File: src/common/addr_decode_defs.vh
// constants for the internal address decode and scratch pad select block
`ifndef ADDR_DECODE_DEFS_VH
`define ADDR_DECODE_DEFS_VH
// internal processor bus addresses
`define STATUS_WORD_ADDR  16'hfffe
`define STACK_LIMIT_ADDR  16'hfffc
`define SWITCH_WORD_ADDR  16'hff78
`define SCRATCH_BASE_HI   12'hffc
// register port offsets
`define REG_CTRL          8'h00
`define REG_LIMIT         8'h04
`define REG_STATUS        8'h08
// control field positions and reset value
`define CTRL_LIMIT_FITTED 0
`define CTRL_HALT_ENABLE  1
`define CTRL_RESET        2'h0
`define LIMIT_RESET       8'h00
// red zone lies this many bytes below the yellow boundary
`define RED_ZONE_BYTES    16'h0020
// special scratch pad register numbers
`define STACK_PTR_REG     4'h6
`endif

File: src/core/addr_decode_core.v
// internal address decode, scratch pad select and microaddress match
//
// Our own choices: the address map and strobed register access.
`timescale 1ns/10ps
// Overview of operation
// [RULE1] status word address hit enables status load and starts a slave sync
// [RULE2] status word hit also requests a re-service of pending bus requests
// [RULE3] stack limit hit stays off unless option fitted; then selects and syncs
// [RULE4] decode scratch pad bus addresses for console examine and deposit
// [RULE5] switch word address, like the status word, scratch pad and fitted stack limit addresses, starts a slave sync
// [RULE6] test output true when bus address bits 06:03 are all zero
// [RULE7] active low output when bus address bits 07:05 are all ones
// [RULE8] active low test output when bus address bits 15:08 are all ones
// [RULE9] red zone stack violation raises a stop that breaks microflow
// [RULE10] yellow zone violation gives active low trap flag, no stop
// [RULE11] detect result bits 15:00 zero for zero code and microbranch
// [RULE12] detect result bits 03:00 zero as part of byte zero over 07:00
// [RULE13] scratch address from exactly one of four sources
// [RULE14] scratch pad written from datapath bus, read onto wired-OR bus
// [RULE15] detect registers 6,7,16,17 octal; byte ops on 6/7 step by 2
// [RULE16] register 06 selected enables stack overflow check
// [RULE17] applied select lines are the complement of the register number
// [RULE18] switch gate drives console switches onto bus data 15:00
// [RULE19] level true when switch bits 08:00 equal next microaddress
// [RULE20] cycle end pulse gated with match gives active low trigger pulse
// [RULE21] halt on match only after a long clock class microword; code tests the word two before the target, latched at the previous cycle end
// [RULE22] switch bits 17:16 passed to memory management extension
// [RULE23] compared microaddress is the branched next address, jam only alters
`include "addr_decode_defs.vh"

module addr_decode_core #(
  parameter REG_COUNT = 16,
  parameter DATA_W    = 16
) (
  // clock and reset
  input  wire              i_mclk,
  input  wire              i_rst_n,
  // register port
  input  wire [7:0]        i_addr,
  input  wire [31:0]       i_wdata,
  input  wire              i_wr,
  input  wire              i_rd,
  output reg  [31:0]       o_rdata,
  // bus address and access
  input  wire [15:0]       i_bus_addr,
  input  wire              i_bus_access,
  input  wire              i_stack_access,
  output reg               o_status_word_addr_hit,
  output reg               o_status_load_en,
  output reg               o_rebranch_req,
  output reg               o_stack_limit_addr_hit,
  output reg               o_scratch_addr_hit,
  output reg               o_switch_word_addr_hit,
  output reg               o_slave_sync_ack,
  output reg               o_ba_mid_zero,
  output reg               o_ba_upper_ones_n,
  output reg               o_ba_high_ones_n,
  // stack zone checks
  output reg               o_stack_red_zone_stop,
  output reg               o_stack_yellow_zone_flag_n,
  // result zero detect
  input  wire [15:0]       i_result,
  output reg               o_result_zero,
  output reg               o_result_low_zero,
  output reg               o_result_byte_zero,
  // scratch pad select and data
  input  wire              i_sel_imm,
  input  wire              i_sel_src,
  input  wire              i_sel_dst,
  input  wire              i_sel_ba,
  input  wire [3:0]        i_imm_reg,
  input  wire [8:0]        i_instr,
  input  wire              i_byte_op,
  input  wire              i_scratch_wr,
  input  wire              i_scratch_rd,
  input  wire [DATA_W-1:0] i_datapath_select_bus,
  output reg  [3:0]        o_scratch_sel_n,
  output reg               o_stack_or_pc_reg_sel,
  output reg               o_force_inc_two,
  output reg               o_stack_check_en,
  output reg  [DATA_W-1:0] o_read_bus,
  // console switches and microaddress match
  input  wire [17:0]       i_console_switch_word,
  input  wire              i_switch_to_bus_gate,
  input  wire [8:0]        i_next_microaddr_buf,
  input  wire              i_cycle_end,
  input  wire              i_cycle_class_two,
  input  wire              i_cycle_class_three,
  output reg  [15:0]       o_bus_data,
  output reg               o_bus_data_oe,
  output reg  [1:0]        o_upper_switch,
  output reg               o_microaddr_equal,
  output reg               o_match_trig_n,
  output reg               o_halt_req
);

  ////////////////////////////////////////////////////////////////////////////
  // reset release through two flops
  reg rst_meta_n;
  reg rst_n;
  always @(posedge i_mclk or negedge i_rst_n) begin
    if (!i_rst_n) begin
      rst_meta_n <= 1'b0;
      rst_n      <= 1'b0;
    end else begin
      rst_meta_n <= 1'b1;
      rst_n      <= rst_meta_n;
    end
  end

  ////////////////////////////////////////////////////////////////////////////
  // software registers
  reg [1:0] ctrl;
  reg [7:0] limit;
  wire      limit_fitted = ctrl[`CTRL_LIMIT_FITTED];
  wire      halt_enable  = ctrl[`CTRL_HALT_ENABLE];

  always @(posedge i_mclk or negedge rst_n) begin
    if (!rst_n) begin
      ctrl  <= `CTRL_RESET;
      limit <= `LIMIT_RESET;
    end else if (i_wr) begin
      case (i_addr)
        `REG_CTRL:  ctrl  <= i_wdata[1:0];
        `REG_LIMIT: limit <= i_wdata[7:0];
        default:    ctrl  <= ctrl;
      endcase
    end
  end

  ////////////////////////////////////////////////////////////////////////////
  // internal address decode
  wire ps_hit  = (i_bus_addr == `STATUS_WORD_ADDR);                  // RULE1
  wire slr_hit = limit_fitted && (i_bus_addr == `STACK_LIMIT_ADDR); // RULE3
  wire reg_hit = (i_bus_addr[15:4] == `SCRATCH_BASE_HI);             // RULE4
  wire sr_hit  = (i_bus_addr == `SWITCH_WORD_ADDR);

  // stack zones: yellow below limit page, red a fixed span further down
  wire [15:0] yellow_top = {limit, 8'h00};
  wire [15:0] red_top    = yellow_top - `RED_ZONE_BYTES;
  wire        in_yellow  = (i_bus_addr < yellow_top);
  wire        in_red     = (yellow_top >= `RED_ZONE_BYTES) && (i_bus_addr < red_top);

  ////////////////////////////////////////////////////////////////////////////
  // scratch pad selection
  reg  [3:0] reg_num;
  always @* begin
    // microword number wins if control ever sets more than one source
    if (i_sel_imm)
      reg_num = i_imm_reg;                                           // RULE13
    else if (i_sel_src)
      reg_num = {1'b0, i_instr[8:6]};                                // RULE13
    else if (i_sel_dst)
      reg_num = {1'b0, i_instr[2:0]};                                // RULE13
    else if (i_sel_ba)
      reg_num = i_bus_addr[3:0];                                     // RULE13
    else
      reg_num = 4'h0;
  end

  wire [3:0] sel_n    = ~reg_num;                                    // RULE17
  wire       x67      = (reg_num[2:1] == 2'b11);                     // RULE15
  wire       sel_any  = i_sel_imm | i_sel_src | i_sel_dst | i_sel_ba;
  // low select line high means even register; bit 3 low keeps 16 octal out
  wire       sp_sel   = x67 && sel_n[0] && !reg_num[3];              // RULE16

  reg [DATA_W-1:0] scratch [0:REG_COUNT-1];
  // latch storage in the original forces write-then-read; here a same-cycle read gets the old word
  always @(posedge i_mclk) begin
    if (i_scratch_wr && sel_any)
      scratch[reg_num] <= i_datapath_select_bus;                     // RULE14
  end

  ////////////////////////////////////////////////////////////////////////////
  // microaddress match
  wire match = (i_console_switch_word[8:0] == i_next_microaddr_buf); // RULE19 RULE23
  reg  prev_long;
  always @(posedge i_mclk or negedge rst_n) begin
    if (!rst_n)
      prev_long <= 1'b0;
    else if (i_cycle_end)
      prev_long <= i_cycle_class_two | i_cycle_class_three;          // RULE21
  end

  ////////////////////////////////////////////////////////////////////////////
  // internal address hits and bus address bit tests
  reg              next_status_word_addr_hit;
  reg              next_status_load_en;
  reg              next_rebranch_req;
  reg              next_stack_limit_addr_hit;
  reg              next_scratch_addr_hit;
  reg              next_switch_word_addr_hit;
  reg              next_slave_sync_ack;
  reg              next_ba_mid_zero;
  reg              next_ba_upper_ones_n;
  reg              next_ba_high_ones_n;

  always @* begin
    next_status_word_addr_hit = ps_hit;                 // RULE1
    next_status_load_en       = ps_hit && i_bus_access; // RULE1
    // status writes may change priority, so pending requests are looked at again
    next_rebranch_req         = ps_hit && i_bus_access; // RULE2
    next_stack_limit_addr_hit = slr_hit;                // RULE3
    next_scratch_addr_hit     = reg_hit;                // RULE4
    next_switch_word_addr_hit = sr_hit;                 // RULE5
    // internal addresses answer the bus here; nothing outside sees them
    next_slave_sync_ack       = i_bus_access && (ps_hit || slr_hit || reg_hit || sr_hit); // RULE1 RULE3 RULE5
    next_ba_mid_zero          = (i_bus_addr[6:3] == 4'h0); // RULE6
    next_ba_upper_ones_n      = ~&i_bus_addr[7:5];         // RULE7
    // content test only, low for any access in the top page
    next_ba_high_ones_n       = ~&i_bus_addr[15:8];        // RULE8
  end

  always @(posedge i_mclk or negedge rst_n) begin
    if (!rst_n) begin
      o_status_word_addr_hit <= 1'b0;
      o_status_load_en       <= 1'b0;
      o_rebranch_req         <= 1'b0;
      o_stack_limit_addr_hit <= 1'b0;
      o_scratch_addr_hit     <= 1'b0;
      o_switch_word_addr_hit <= 1'b0;
      o_slave_sync_ack       <= 1'b0;
      o_ba_mid_zero          <= 1'b0;
      o_ba_upper_ones_n      <= 1'b1;
      o_ba_high_ones_n       <= 1'b1;
    end else begin
      o_status_word_addr_hit <= next_status_word_addr_hit;
      o_status_load_en       <= next_status_load_en;
      o_rebranch_req         <= next_rebranch_req;
      o_stack_limit_addr_hit <= next_stack_limit_addr_hit;
      o_scratch_addr_hit     <= next_scratch_addr_hit;
      o_switch_word_addr_hit <= next_switch_word_addr_hit;
      o_slave_sync_ack       <= next_slave_sync_ack;
      o_ba_mid_zero          <= next_ba_mid_zero;
      o_ba_upper_ones_n      <= next_ba_upper_ones_n;
      o_ba_high_ones_n       <= next_ba_high_ones_n;
    end
  end

  ////////////////////////////////////////////////////////////////////////////
  // stack zone checks, armed by the stack pointer select of the cycle before
  reg              next_stack_red_zone_stop;
  reg              next_stack_yellow_zone_flag_n;

  always @* begin
    next_stack_red_zone_stop      = o_stack_check_en && i_stack_access && in_red; // RULE9
    // red wins so one reference never raises both stop and trap
    next_stack_yellow_zone_flag_n = ~(o_stack_check_en && i_stack_access && in_yellow && !in_red); // RULE10
  end

  always @(posedge i_mclk or negedge rst_n) begin
    if (!rst_n) begin
      o_stack_red_zone_stop      <= 1'b0;
      o_stack_yellow_zone_flag_n <= 1'b1;
    end else begin
      o_stack_red_zone_stop      <= next_stack_red_zone_stop;
      o_stack_yellow_zone_flag_n <= next_stack_yellow_zone_flag_n;
    end
  end

  ////////////////////////////////////////////////////////////////////////////
  // result zero detect; byte test reuses the low nibble term
  reg              next_result_zero;
  reg              next_result_low_zero;
  reg              next_result_byte_zero;

  always @* begin
    next_result_zero      = (i_result == 16'h0000);   // RULE11
    next_result_low_zero  = (i_result[3:0] == 4'h0);  // RULE12
    next_result_byte_zero = next_result_low_zero && (i_result[7:4] == 4'h0); // RULE12
  end

  always @(posedge i_mclk or negedge rst_n) begin
    if (!rst_n) begin
      o_result_zero      <= 1'b0;
      o_result_low_zero  <= 1'b0;
      o_result_byte_zero <= 1'b0;
    end else begin
      o_result_zero      <= next_result_zero;
      o_result_low_zero  <= next_result_low_zero;
      o_result_byte_zero <= next_result_byte_zero;
    end
  end

  ////////////////////////////////////////////////////////////////////////////
  // scratch pad select outputs and read bus
  reg [3:0]        next_scratch_sel_n;
  reg              next_stack_or_pc_reg_sel;
  reg              next_force_inc_two;
  reg              next_stack_check_en;
  reg [DATA_W-1:0] next_read_bus;

  always @* begin
    next_scratch_sel_n       = sel_n;           // RULE17
    next_stack_or_pc_reg_sel = x67 && sel_any;  // RULE15
    // upper pair 16/17 octal holds scratch values, never a pointer
    next_force_inc_two       = x67 && sel_any && !reg_num[3] && i_byte_op; // RULE15
    next_stack_check_en      = sp_sel && sel_any; // RULE16
    // idle wired-OR bus reads as zero
    next_read_bus            = (i_scratch_rd && sel_any) ? scratch[reg_num] : {DATA_W{1'b0}}; // RULE14
  end

  always @(posedge i_mclk or negedge rst_n) begin
    if (!rst_n) begin
      o_scratch_sel_n       <= 4'hf;
      o_stack_or_pc_reg_sel <= 1'b0;
      o_force_inc_two       <= 1'b0;
      o_stack_check_en      <= 1'b0;
      o_read_bus            <= {DATA_W{1'b0}};
    end else begin
      o_scratch_sel_n       <= next_scratch_sel_n;
      o_stack_or_pc_reg_sel <= next_stack_or_pc_reg_sel;
      o_force_inc_two       <= next_force_inc_two;
      o_stack_check_en      <= next_stack_check_en;
      o_read_bus            <= next_read_bus;
    end
  end

  ////////////////////////////////////////////////////////////////////////////
  // console switch outputs, match level, trigger and halt
  reg [15:0]       next_bus_data;
  reg              next_bus_data_oe;
  reg [1:0]        next_upper_switch;
  reg              next_microaddr_equal;
  reg              next_match_trig_n;
  reg              next_halt_req;

  always @* begin
    // data held at zero while not gated, so the enable alone decides
    next_bus_data        = i_switch_to_bus_gate ? i_console_switch_word[15:0] : 16'h0000; // RULE18
    next_bus_data_oe     = i_switch_to_bus_gate;         // RULE18
    next_upper_switch    = i_console_switch_word[17:16]; // RULE22
    next_microaddr_equal = match;                        // RULE19
    // trigger fires on every match at a cycle end, halted or not
    next_match_trig_n    = ~(i_cycle_end && match);      // RULE20
    // a target two words after a short word cannot be stopped on
    next_halt_req        = i_cycle_end && match && halt_enable && prev_long; // RULE21
  end

  always @(posedge i_mclk or negedge rst_n) begin
    if (!rst_n) begin
      o_bus_data        <= 16'h0000;
      o_bus_data_oe     <= 1'b0;
      o_upper_switch    <= 2'h0;
      o_microaddr_equal <= 1'b0;
      o_match_trig_n    <= 1'b1;
      o_halt_req        <= 1'b0;
    end else begin
      o_bus_data        <= next_bus_data;
      o_bus_data_oe     <= next_bus_data_oe;
      o_upper_switch    <= next_upper_switch;
      o_microaddr_equal <= next_microaddr_equal;
      o_match_trig_n    <= next_match_trig_n;
      o_halt_req        <= next_halt_req;
    end
  end

  ////////////////////////////////////////////////////////////////////////////
  // register read port, data one cycle after strobe
  always @(posedge i_mclk or negedge rst_n) begin
    if (!rst_n)
      o_rdata <= 32'h0000_0000;
    else if (i_rd) begin
      case (i_addr)
        `REG_CTRL:   o_rdata <= {30'h0, ctrl};
        `REG_LIMIT:  o_rdata <= {24'h0, limit};
        `REG_STATUS: o_rdata <= {26'h0, prev_long, o_microaddr_equal, o_stack_check_en,
                                 !o_stack_yellow_zone_flag_n, o_stack_red_zone_stop, o_result_zero};
        default:     o_rdata <= 32'h0000_0000;
      endcase
    end else
      o_rdata <= 32'h0000_0000;
  end

endmodule // addr_decode_core

File: config.mk
export PLATFORM = sky130hd
export DESIGN_NAME = addr_decode_core
export DESIGN_NICKNAME = d
export VERILOG_FILES = /design/src/core/addr_decode_core.v
export VERILOG_INCLUDE_DIRS = /design/src /design/src/common
export SDC_FILE = /design/constraint.sdc
export NUM_CORES = 1
export LEC_CHECK = 0
export ABC_CLOCK_PERIOD_IN_PS = 5450
export BUFFER_PORTS_ARGS = -buffer_cell sky130_fd_sc_hd__buf_2
export CAP_MARGIN = 20
export CORE_AREA = 2 2 168 170
export DETAILED_ROUTE_END_ITERATION = 10
export DIE_AREA = 0 0 170 172
export PLACE_DENSITY = 0.84
export RECOVER_POWER = 50
export REMOVE_ABC_BUFFERS = 1
export SLEW_MARGIN = 5
export SYNTH_ARGS = -nofsm -noshare
export SYNTH_HDL_FRONTEND = slang
export SYNTH_SLANG_ARGS = --single-unit
File: constraint.sdc
create_clock -name i_mclk -period 5.45 [get_ports i_mclk]
set_clock_uncertainty 0.15 [all_clocks]
set_input_delay 1.09 -clock i_mclk [delete_from_list [all_inputs] [get_ports i_mclk]]
set_output_delay 1.09 -clock i_mclk [all_outputs]
set_load 0.02 [all_outputs]
# Word-level counts from Yosys, hierarchy flattened
# Memory sizes are Yosys's and may differ from the RTL's.
# Cells that the tools add are included.
dict set report classes {
  eq_ne 8
  order_cmp 3
  addsub 1
  mux 10
  bitwise 7
  reduce_logical 37
}
# operator n
set op_table {}
lappend op_table {{$eq 16x16->1 const B} 3}
lappend op_table {{$lt 16x16->1} 2}
lappend op_table {{$mux 16} 2}
lappend op_table {{$pmux 8 s3} 1}
lappend op_table {{$logic_and 1x1->1} 20}
lappend op_table {{$ge 16x6->1 const B} 1}
lappend op_table {{$logic_not 16->1} 1}
lappend op_table {{$mux 4} 4}
lappend op_table {{$sub 16x6->16 const B} 1}
lappend op_table {{$eq 12x12->1 const B} 1}
lappend op_table {{$logic_not 4->1} 3}
lappend op_table {{$eq 9x9->1} 1}
lappend op_table {{$eq 8x3->1 const B} 1}
lappend op_table {{$eq 8x4->1 const B} 1}
lappend op_table {{$logic_not 8->1} 1}
lappend op_table {{$mux 8} 1}
lappend op_table {{$reduce_and 8->1} 1}
lappend op_table {{$logic_not 1->1} 5}
lappend op_table {{$not 4->4} 1}
lappend op_table {{$or 1x1->1} 4}
lappend op_table {{$reduce_and 2->1} 2}
lappend op_table {{$logic_or 1x1->1} 3}
lappend op_table {{$reduce_and 3->1} 1}
lappend op_table {{$eq 2x2->1 const B} 1}
lappend op_table {{2 further kinds} 4}
dict set report word_totals {
  ramBits 256
  in_bits 145
  out_inout_bits 92
  memories 1
  wordCells 98
  ff_bits 80
}
# memory depth width rd rd_ports_with_merged_regs wr line_no
set memory_table {}
lappend memory_table {scratch 16 16 1 0 1 addr_decode_core.v:167} ;# reg [DATA_W-1:0] scratch [0:REG_COUNT-1];

# Longest topological paths before layout
# Gate-level depths: netlist (run 1).
dict set report depth {
  depth_word 8
  mapped_depth 11
  ltp_nobuf 11
}

# Worst setup path before layout (run 1)
# Ideal clock, no wire load.
dict set report synth_timing {
  path_type {input to register}
  from {input i_sel_imm}
  to {memory scratch[1][0], enable pin}
  arrival_time_ps 3464
  setup_time_ps 409
  setup_slack_ps 1427
  n_path_buf 4
  required_time_ps 4891
  cell_stages 8
  path_cell_list {buf_2 > nor2b_1 > a211oi_2 > buf_6 > buf_6 > buf_4 > nand3_1 > nor3_1}
}
dict set report synth_via {
  elab_chain_len 6
  elab_cells_between_ends 7
  classes_between {3 x mux; 3 x bitwise; 1 x reduce/logical}
}
# item line_no
set synth_rtl {}
lappend synth_rtl {{start, declared} addr_decode_core.v:67} ;# input wire i_sel_imm,
lappend synth_rtl {{$or 1x1->1 (3 in a row)} addr_decode_core.v:163} ;# wire sel_any = i_sel_imm | i_sel_src | i_sel_dst | i_sel_ba;
lappend synth_rtl {{$logic_and 1x1->1} addr_decode_core.v:170} ;# if (i_scratch_wr && sel_any)
lappend synth_rtl {{$mux 1} addr_decode_core.v:170}
lappend synth_rtl {{$mux 1 (not written as such)} addr_decode_core.v:171} ;# scratch[reg_num] <= i_datapath_select_bus;
lappend synth_rtl {{end, declared} addr_decode_core.v:167}
# Several ways; a longest one is shown, not always the timed one.

==> results.py, run 1 <==
metrics = {
    "clock_network": {
        "cts_tree": "yes",
        "clockBufferDepth": 3,
        "clk_pin_slew_ns": 0.06,
        "clock-sinks": 336,
        "cts.root.buffer_cell": "clkbuf_16",
        "post_cts_resized": 0,
        "cts_setup_buffers": 0,
        "numCtsBuffers": 35,
        "insertion_delay_ns": 0.53,
        "h-tree-depth": 2,
        "hold_buffers": 0,
    },
    "worst_setup_path": {
        "setup.worst_path.end_class": "async pin",
        "critPathRequiredTime_ns": 5.39,
        "startpoint_type": "flip-flop",
        "critPathMaxFanout": 47,
        "crit_arrival_ns": 3.68,
        "crit_path_cell_trace": "clkbuf_1",
        "worst-setup-path-type": "flip-flop to async pin",
        "cpLargestDelayFamily": "buffers and inverters",
        "cp_slowest_cell": "clkbuf_1",
        "cpPeakStageDelay_ns": 1.86,
        "crit_buf_inv": 1,
    },
    "sta": {
        "tightest_slew_ns": 2.52,
        "setup_violations": 0,
        "fin_crit_ns": 3.74,
        "max_freq_mhz": 267,
        "hold_viol": 0,
        "finalCritPeriodShare": 0.687,
        "whs_ns": 0.199,
        "rsz0062_at_grt": "false",
        "fin_setup_tns_ns": 0,
        "slew_headroom": -0.678,
        "timing.final.max_slew_violations": 48,
    },
    "detailed_routing": {
        "drtAntennaViolNets": 0,
        "routed_wirelength_um": 35900,
        "wl_per_cell_um": 22.2,
        "drt_iter0_markers": 925,
        "route.detailed.drc": 0,
        "first_pass_iters": 7,
        "vias_per_cell": 5.74,
        "num_vias": 9278,
    },
    "logic_synthesis": {
        "ys_seq_elements": 336,
        "synth_area_per_cell_um2": 13.2,
        "synth_top_family_by_area": "simple AND/OR/NAND/NOR gates",
        "ys.flop_type": "edfxtp_1",
        "synth_fa_ha_area_frac": 0.0154,
        "synthXorXnorAreaFrac": 0.00954,
        "synth_compound_area_frac": 0.0481,
        "synth_edf_count": 256,
        "netlist_area_um2": 13800,
        "synthMuxAreaShare": 0.0278,
        "ys_warn_count": 0,
        "yosysSeqAreaShare": 0.704,
        "synth-simple-area-share": 0.155,
        "synth_cells": 1040,
        "ys_types": 65,
        "synthArstFlopShare": 0.238,
    },
    "floorplan": {
        "num_rows": 61,
        "die_w_um": 170,
        "io_pins": 237,
        "die_h_um": 172,
        "core-area_um2": 27500,
        "initial_core_util": 0.501,
        "dieArea_um2": 29200,
    },
    "final_layout": {
        "areaGrowthSynthToFinish_pct": 16.8,
        "mostFrequentLayoutCells": "edfxtp_1 (256), nand2_1 (192), buf_2 (162)",
        "nets": 1404,
        "fin_area_um2": 16100,
        "postLayoutCoreUtil": 0.586,
        "drive_gt1_frac": 0.232,
        "final_common_cell": "edfxtp_1",
    },
    "power_and_ir_drop": {
        "p_per_area_nw_per_um2": 365,
        "vdd_drop_max_mv": 0.330,
        "total_power_mw": 5.88,
        "leakagePower_nw": 6.34,
    },
    "outcome": {
        "violations": "max-capacitance violations, max-slew violations",
        "outcome": "finished, violations left",
    },
    "worst_hold_path": {
        "hold_class": "input port to async pin",
    },
    "global_route": {
        "grt_max_degree": 126,
        "grt_overflow": 0,
        "grt_pass1_vias": 9046,
        "grt_usage": 0.242,
        "grt_pass1_wl_um": 51900,
        "antenna_found_initial": 2,
    },
    "placed_design": {
        "dpl.hpwl_um": 23200,
        "routabilityCongestion": 0.930,
        "portBuffers": 185,
        "place_area_um2": 15000,
    },
    "job": {
        "cap_violations": 1,
    },
}
## layer usage
| layer | share of wire | GRT usage | routed length [µm] | vias up |
|---|---|---|---|---|
| met2 | 0.49 | 0.413 | 17500 | 566 |
| li1 | - | - | - | 4114 |
| met5 | 0 | 0 | 0 | - |
| met1 | 0.36 | 0.281 | 13000 | 4480 |
| met3 | 0.091 | 0.0542 | 3270 | 118 |
| met4 | 0.059 | 0.147 | 2130 | 0 |
## power by group
part,switching [mW],total (mW),internal [mW]
Clock,0.987,2.40,1.41
Sequential,0.0359,2.89,2.86
Combinational,0.400,0.589,0.188
Total,1.42,5.88,4.45
## registers in the layout (all words and copies together), names as in the netlist, 2 cells and up
name and count:
o_scratch_sel_n 4, o_read_bus 16, o_rdata 8, ctrl 2, o_upper_switch 2, limit 8, o_bus_data 16, scratch 256
## path summary, 6_finish.rpt
kind	slack, ns	cells after the start	start	end
max	1.71	1	rst_n	o_read_bus[13]
max reg2reg	1.71	1	rst_n	o_read_bus[13]
max in group i_mclk	1.77	8	i_sel_dst	scratch[11][13]
min reg2reg	0.21	0	rst_meta_n	rst_n
min	0.20	1	i_rst_n	rst_n
min in group i_mclk	0.21	0	rst_meta_n	rst_n
## logic make-up after synthesis
family / count (synthesis)
mux: 32
compound gates: 95
flops: 336
simple gates: 460
buf+inv: 83
other cells: 2
xor+xnor: 15
fa+ha+maj: 17
## final cells by class
class,instances,area [µm²]
Fill cell,2094,11400
Sequential cell,336,9700
Multi-Input combinational cell,644,3650
Timing Repair Buffer,210,1090
Clock buffer,41,920
Tap cell,346,433
Clock inverter,23,236
Inverter,15,58.8
Antenna cell,2,5.00
## synth_stat cells (4+ instances only)
cell type / number / share of area
a21oi_1: 34 / 0.012
ha_1: 17 / 0.015
nand2_1: 193 / 0.053
nand4_1: 13 / 0.0059
clkbuf_1: 4 / 0.0011
dfstp_2: 8 / 0.015
a32oi_1: 4 / 0.0025
buf_6: 8 / 0.0065
o22ai_1: 7 / 0.0032
dfrtp_1: 72 / 0.13
nor4_1: 7 / 0.0032
nor4_2: 11 / 0.010
o21a_1: 4 / 0.0022
and3_1: 5 / 0.0023
inv_1: 12 / 0.0033
and2_1: 20 / 0.0091
xnor2_1: 13 / 0.0083
nor3_1: 7 / 0.0025
a22oi_1: 4 / 0.0022
nor2b_1: 6 / 0.0027
a221oi_1: 4 / 0.0025
buf_2: 18 / 0.0065
mux2_2: 10 / 0.0082
nor2_1: 111 / 0.030
a32o_1: 5 / 0.0036
nor3_2: 6 / 0.0044
mux4_2: 4 / 0.0065
nand3_1: 68 / 0.025
a31oi_1: 4 / 0.0018
edfxtp_1: 256 / 0.56
o21ai_0: 4 / 0.0015
mux2i_1: 18 / 0.013
buf_4: 35 / 0.019
o221ai_1: 7 / 0.0045
## per-stage QoR
step                      std cells  worst slack (ns)
after CTS                      1613              1.81
after global routing           1617             0.922
after detailed placement       1549              1.29
after global placement         1549              1.36
final                          1617              1.71
after floorplan                 995             -3.20
Note: power is estimated with default switching activity, not from simulation.
==> run 2, diff against run 1 <==
--- a/config.mk
+++ b/config.mk
@@ -6,13 +6,13 @@
 export SDC_FILE = /design/constraint.sdc
 export NUM_CORES = 1
 export LEC_CHECK = 0
-export ABC_CLOCK_PERIOD_IN_PS = 5450
+export ABC_CLOCK_PERIOD_IN_PS = 3200
 export BUFFER_PORTS_ARGS = -buffer_cell sky130_fd_sc_hd__buf_2
 export CAP_MARGIN = 20
 export CORE_AREA = 2 2 168 170
 export DETAILED_ROUTE_END_ITERATION = 10
 export DIE_AREA = 0 0 170 172
-export PLACE_DENSITY = 0.84
+export PLACE_DENSITY = 0.87
 export RECOVER_POWER = 50
 export REMOVE_ABC_BUFFERS = 1
 export SLEW_MARGIN = 5
==> constraint.sdc (replaced) <==
create_clock -name i_mclk -period 3.2 [get_ports i_mclk]
set_clock_uncertainty 0.15 [all_clocks]
set_input_delay 0.64 -clock i_mclk [delete_from_list [all_inputs] [get_ports i_mclk]]
set_output_delay 0.64 -clock i_mclk [all_outputs]
set_load 0.02 [all_outputs]
==> run 2 against run 1 <==
Combinational power grew 78%. Worst setup slack lost 1.3 ns. Die area is the same. First-iteration DRC count grew 22%. Largest power group unchanged. Sequential cell count is the same. The flow now finishes without violations. Hold slack lost 0.13 ns. Via count grew 2.5%. Register-to-register slack lost 1.0 ns.
==> results.py, run 2 (same netlist as run 1, synthesis figures left out) <==
metrics = {
    "power_and_ir_drop": {
        "switching_share": 0.248,
        "p_switching_mw": 2.44,
        "intPower_mw": 7.37,
        "power_frac_comb": 0.107,
        "clkPwrFrac": 0.391,
        "leakagePower_nw": 6.50,
        "sequentialPowerShare": 0.502,
        "p_per_area_nw_per_um2": 600,
        "vdd_drop_max_mv": 0.480,
    },
    "global_route": {
        "grt_overflow": 0,
        "grt_usage": 0.245,
        "grt_pass1_wl_um": 53000,
        "antenna_found_initial": 2,
        "grt_pass1_vias": 9442,
        "grt_max_degree": 60,
    },
    "worst_hold_path": {
        "hold_path_startpoint": "i_console_switch_word[17]",
        "holdPathEnd": "o_upper_switch[1]",
        "holdPathStages": 1,
        "hold_class": "input port to flip-flop",
    },
    "final_layout": {
        "fin_area_um2": 16300,
        "reg.largest.list": "scratch x256, o_bus_data x16, o_read_bus x16",
        "top_register": "scratch",
        "multiInputGateArea_um2": 3650,
        "mostFrequentLayoutCells": "edfxtp_1 (256), nand2_1 (192), buf_2 (163)",
        "postLayoutCoreUtil": 0.595,
        "areaGrowthSynthToFinish_pct": 18.6,
        "final_common_cell": "edfxtp_1",
        "drive_gt1_frac": 0.251,
        "fillers": 2070,
        "largest_reg_flops": 256,
        "nets": 1437,
        "regArea_um2": 9700,
    },
    "sta": {
        "slew_headroom": 0.253,
        "whs_ns": 0.0657,
        "worst_slack_ns": 0.371,
        "timing.final.max_slew_violations": 0,
        "tightest_slew_ns": 1.12,
        "hold_viol": 0,
        "fin_crit_ns": 2.83,
        "max_freq_mhz": 353,
        "setup_violations": 0,
        "finalCritPeriodShare": 0.884,
        "fin_setup_tns_ns": 0,
        "rsz0062_at_grt": "false",
    },
    "worst_setup_path": {
        "r2r_slack_ns": 0.70,
        "startpoint_type": "input port",
        "crit_arrival_ns": 3.09,
        "rr_startpoint": "limit[0]",
        "r2r_cells": 11,
        "worst-setup-path-type": "input port to flip-flop",
        "critPathMaxFanout": 7,
        "setup.worst_path.end_class": "flip-flop",
        "critPathRequiredTime_ns": 3.46,
        "r2r-end": "o_stack_red_zone_stop",
    },
    "placed_design": {
        "place_area_um2": 15300,
        "routabilityCongestion": 0.907,
        "dpl.hpwl_um": 24300,
        "portBuffers": 185,
        "pre_cts_slack_ns": 0.167,
    },
    "floorplan": {
        "die_w_um": 170,
        "initial_core_util": 0.501,
        "num_rows": 61,
        "dieArea_um2": 29200,
        "core-area_um2": 27500,
        "die_h_um": 172,
        "io_pins": 237,
    },
    "clock_network": {
        "cts_setup_buffers": 0,
        "h-tree-depth": 2,
        "clock-sinks": 336,
        "post_cts_resized": 0,
        "numCtsBuffers": 35,
        "clk_pin_slew_ns": 0.06,
        "insertion_delay_ns": 0.53,
        "cts.root.buffer_cell": "clkbuf_16",
        "clockBufferDepth": 3,
        "cts_tree": "yes",
        "hold_buffers": 1,
    },
    "detailed_routing": {
        "route.detailed.drc": 0,
        "num_vias": 9508,
        "drt_iter0_markers": 1129,
        "drtAntennaViolNets": 0,
        "vias_per_cell": 5.76,
        "routed_wirelength_um": 36100,
        "first_pass_iters": 5,
        "wl_per_cell_um": 21.9,
    },
    "job": {
        "cap_violations": 0,
    },
    "outcome": {
        "outcome": "finished, final reports clean",
    },
}
-- run 2: layout make-up --
class	instances	share of cell area
Clock buffer	49	0.0593
Timing Repair Buffer	243	0.0861
Inverter	15	0.00360
Clock inverter	14	0.00705
Multi-Input combinational cell	644	0.223
Tap cell	346	0.0265
Antenna cell	3	0.000459
Sequential cell	336	0.594
-- run 2: metal layers --
layer	global-route usage	routed length (µm)
met5	0	7
met4	0.143	2090
met3	0.0558	3910
met2	0.416	17600
met1	0.290	12400
-- run 2: how the worst max path moves through the flow --
stage	from	to	depth (start not counted)
4_1_cts	i_sel_dst	scratch[5][4]	7
3_5_place_dp	i_sel_dst	scratch[5][5]	7
3_3_place_gp	i_sel_dst	scratch[5][6]	7
5_1_grt	i_sel_src	o_read_bus[5]	8
2_1_floorplan	i_sel_dst	scratch[0][0]	5
6_report	i_sel_src	o_read_bus[9]	8
-- run 2: power by group through the flow --
stage	sequential (mW)	combinational (mW)	clock, mW
global placement	5.00	1.01	0
global route	4.93	1.15	4.05
floorplan	5.06	0.544	0
CTS	4.92	1.05	3.88
detailed placement	5.00	1.04	0
finish	4.92	1.05	3.83
-- run 2: stage by stage --
step | instances | power (mW)
floorplan | 995 | 5.61
global placement | 1583 | 6.01
detailed placement | 1583 | 6.05
finish | 1650 | 9.80
CTS | 1647 | 9.85
global route | 1647 | 10.1
-- run 2: worst max-delay path, stage by stage --
cell and delay [ns]:
buf_2 0.13, nor2b_1 0.14, o21ai_0 0.76, nand2_1 0.33, nand2_1 0.43, buf_4 0.27
a21oi_1 0.09, nor4_2 0.30
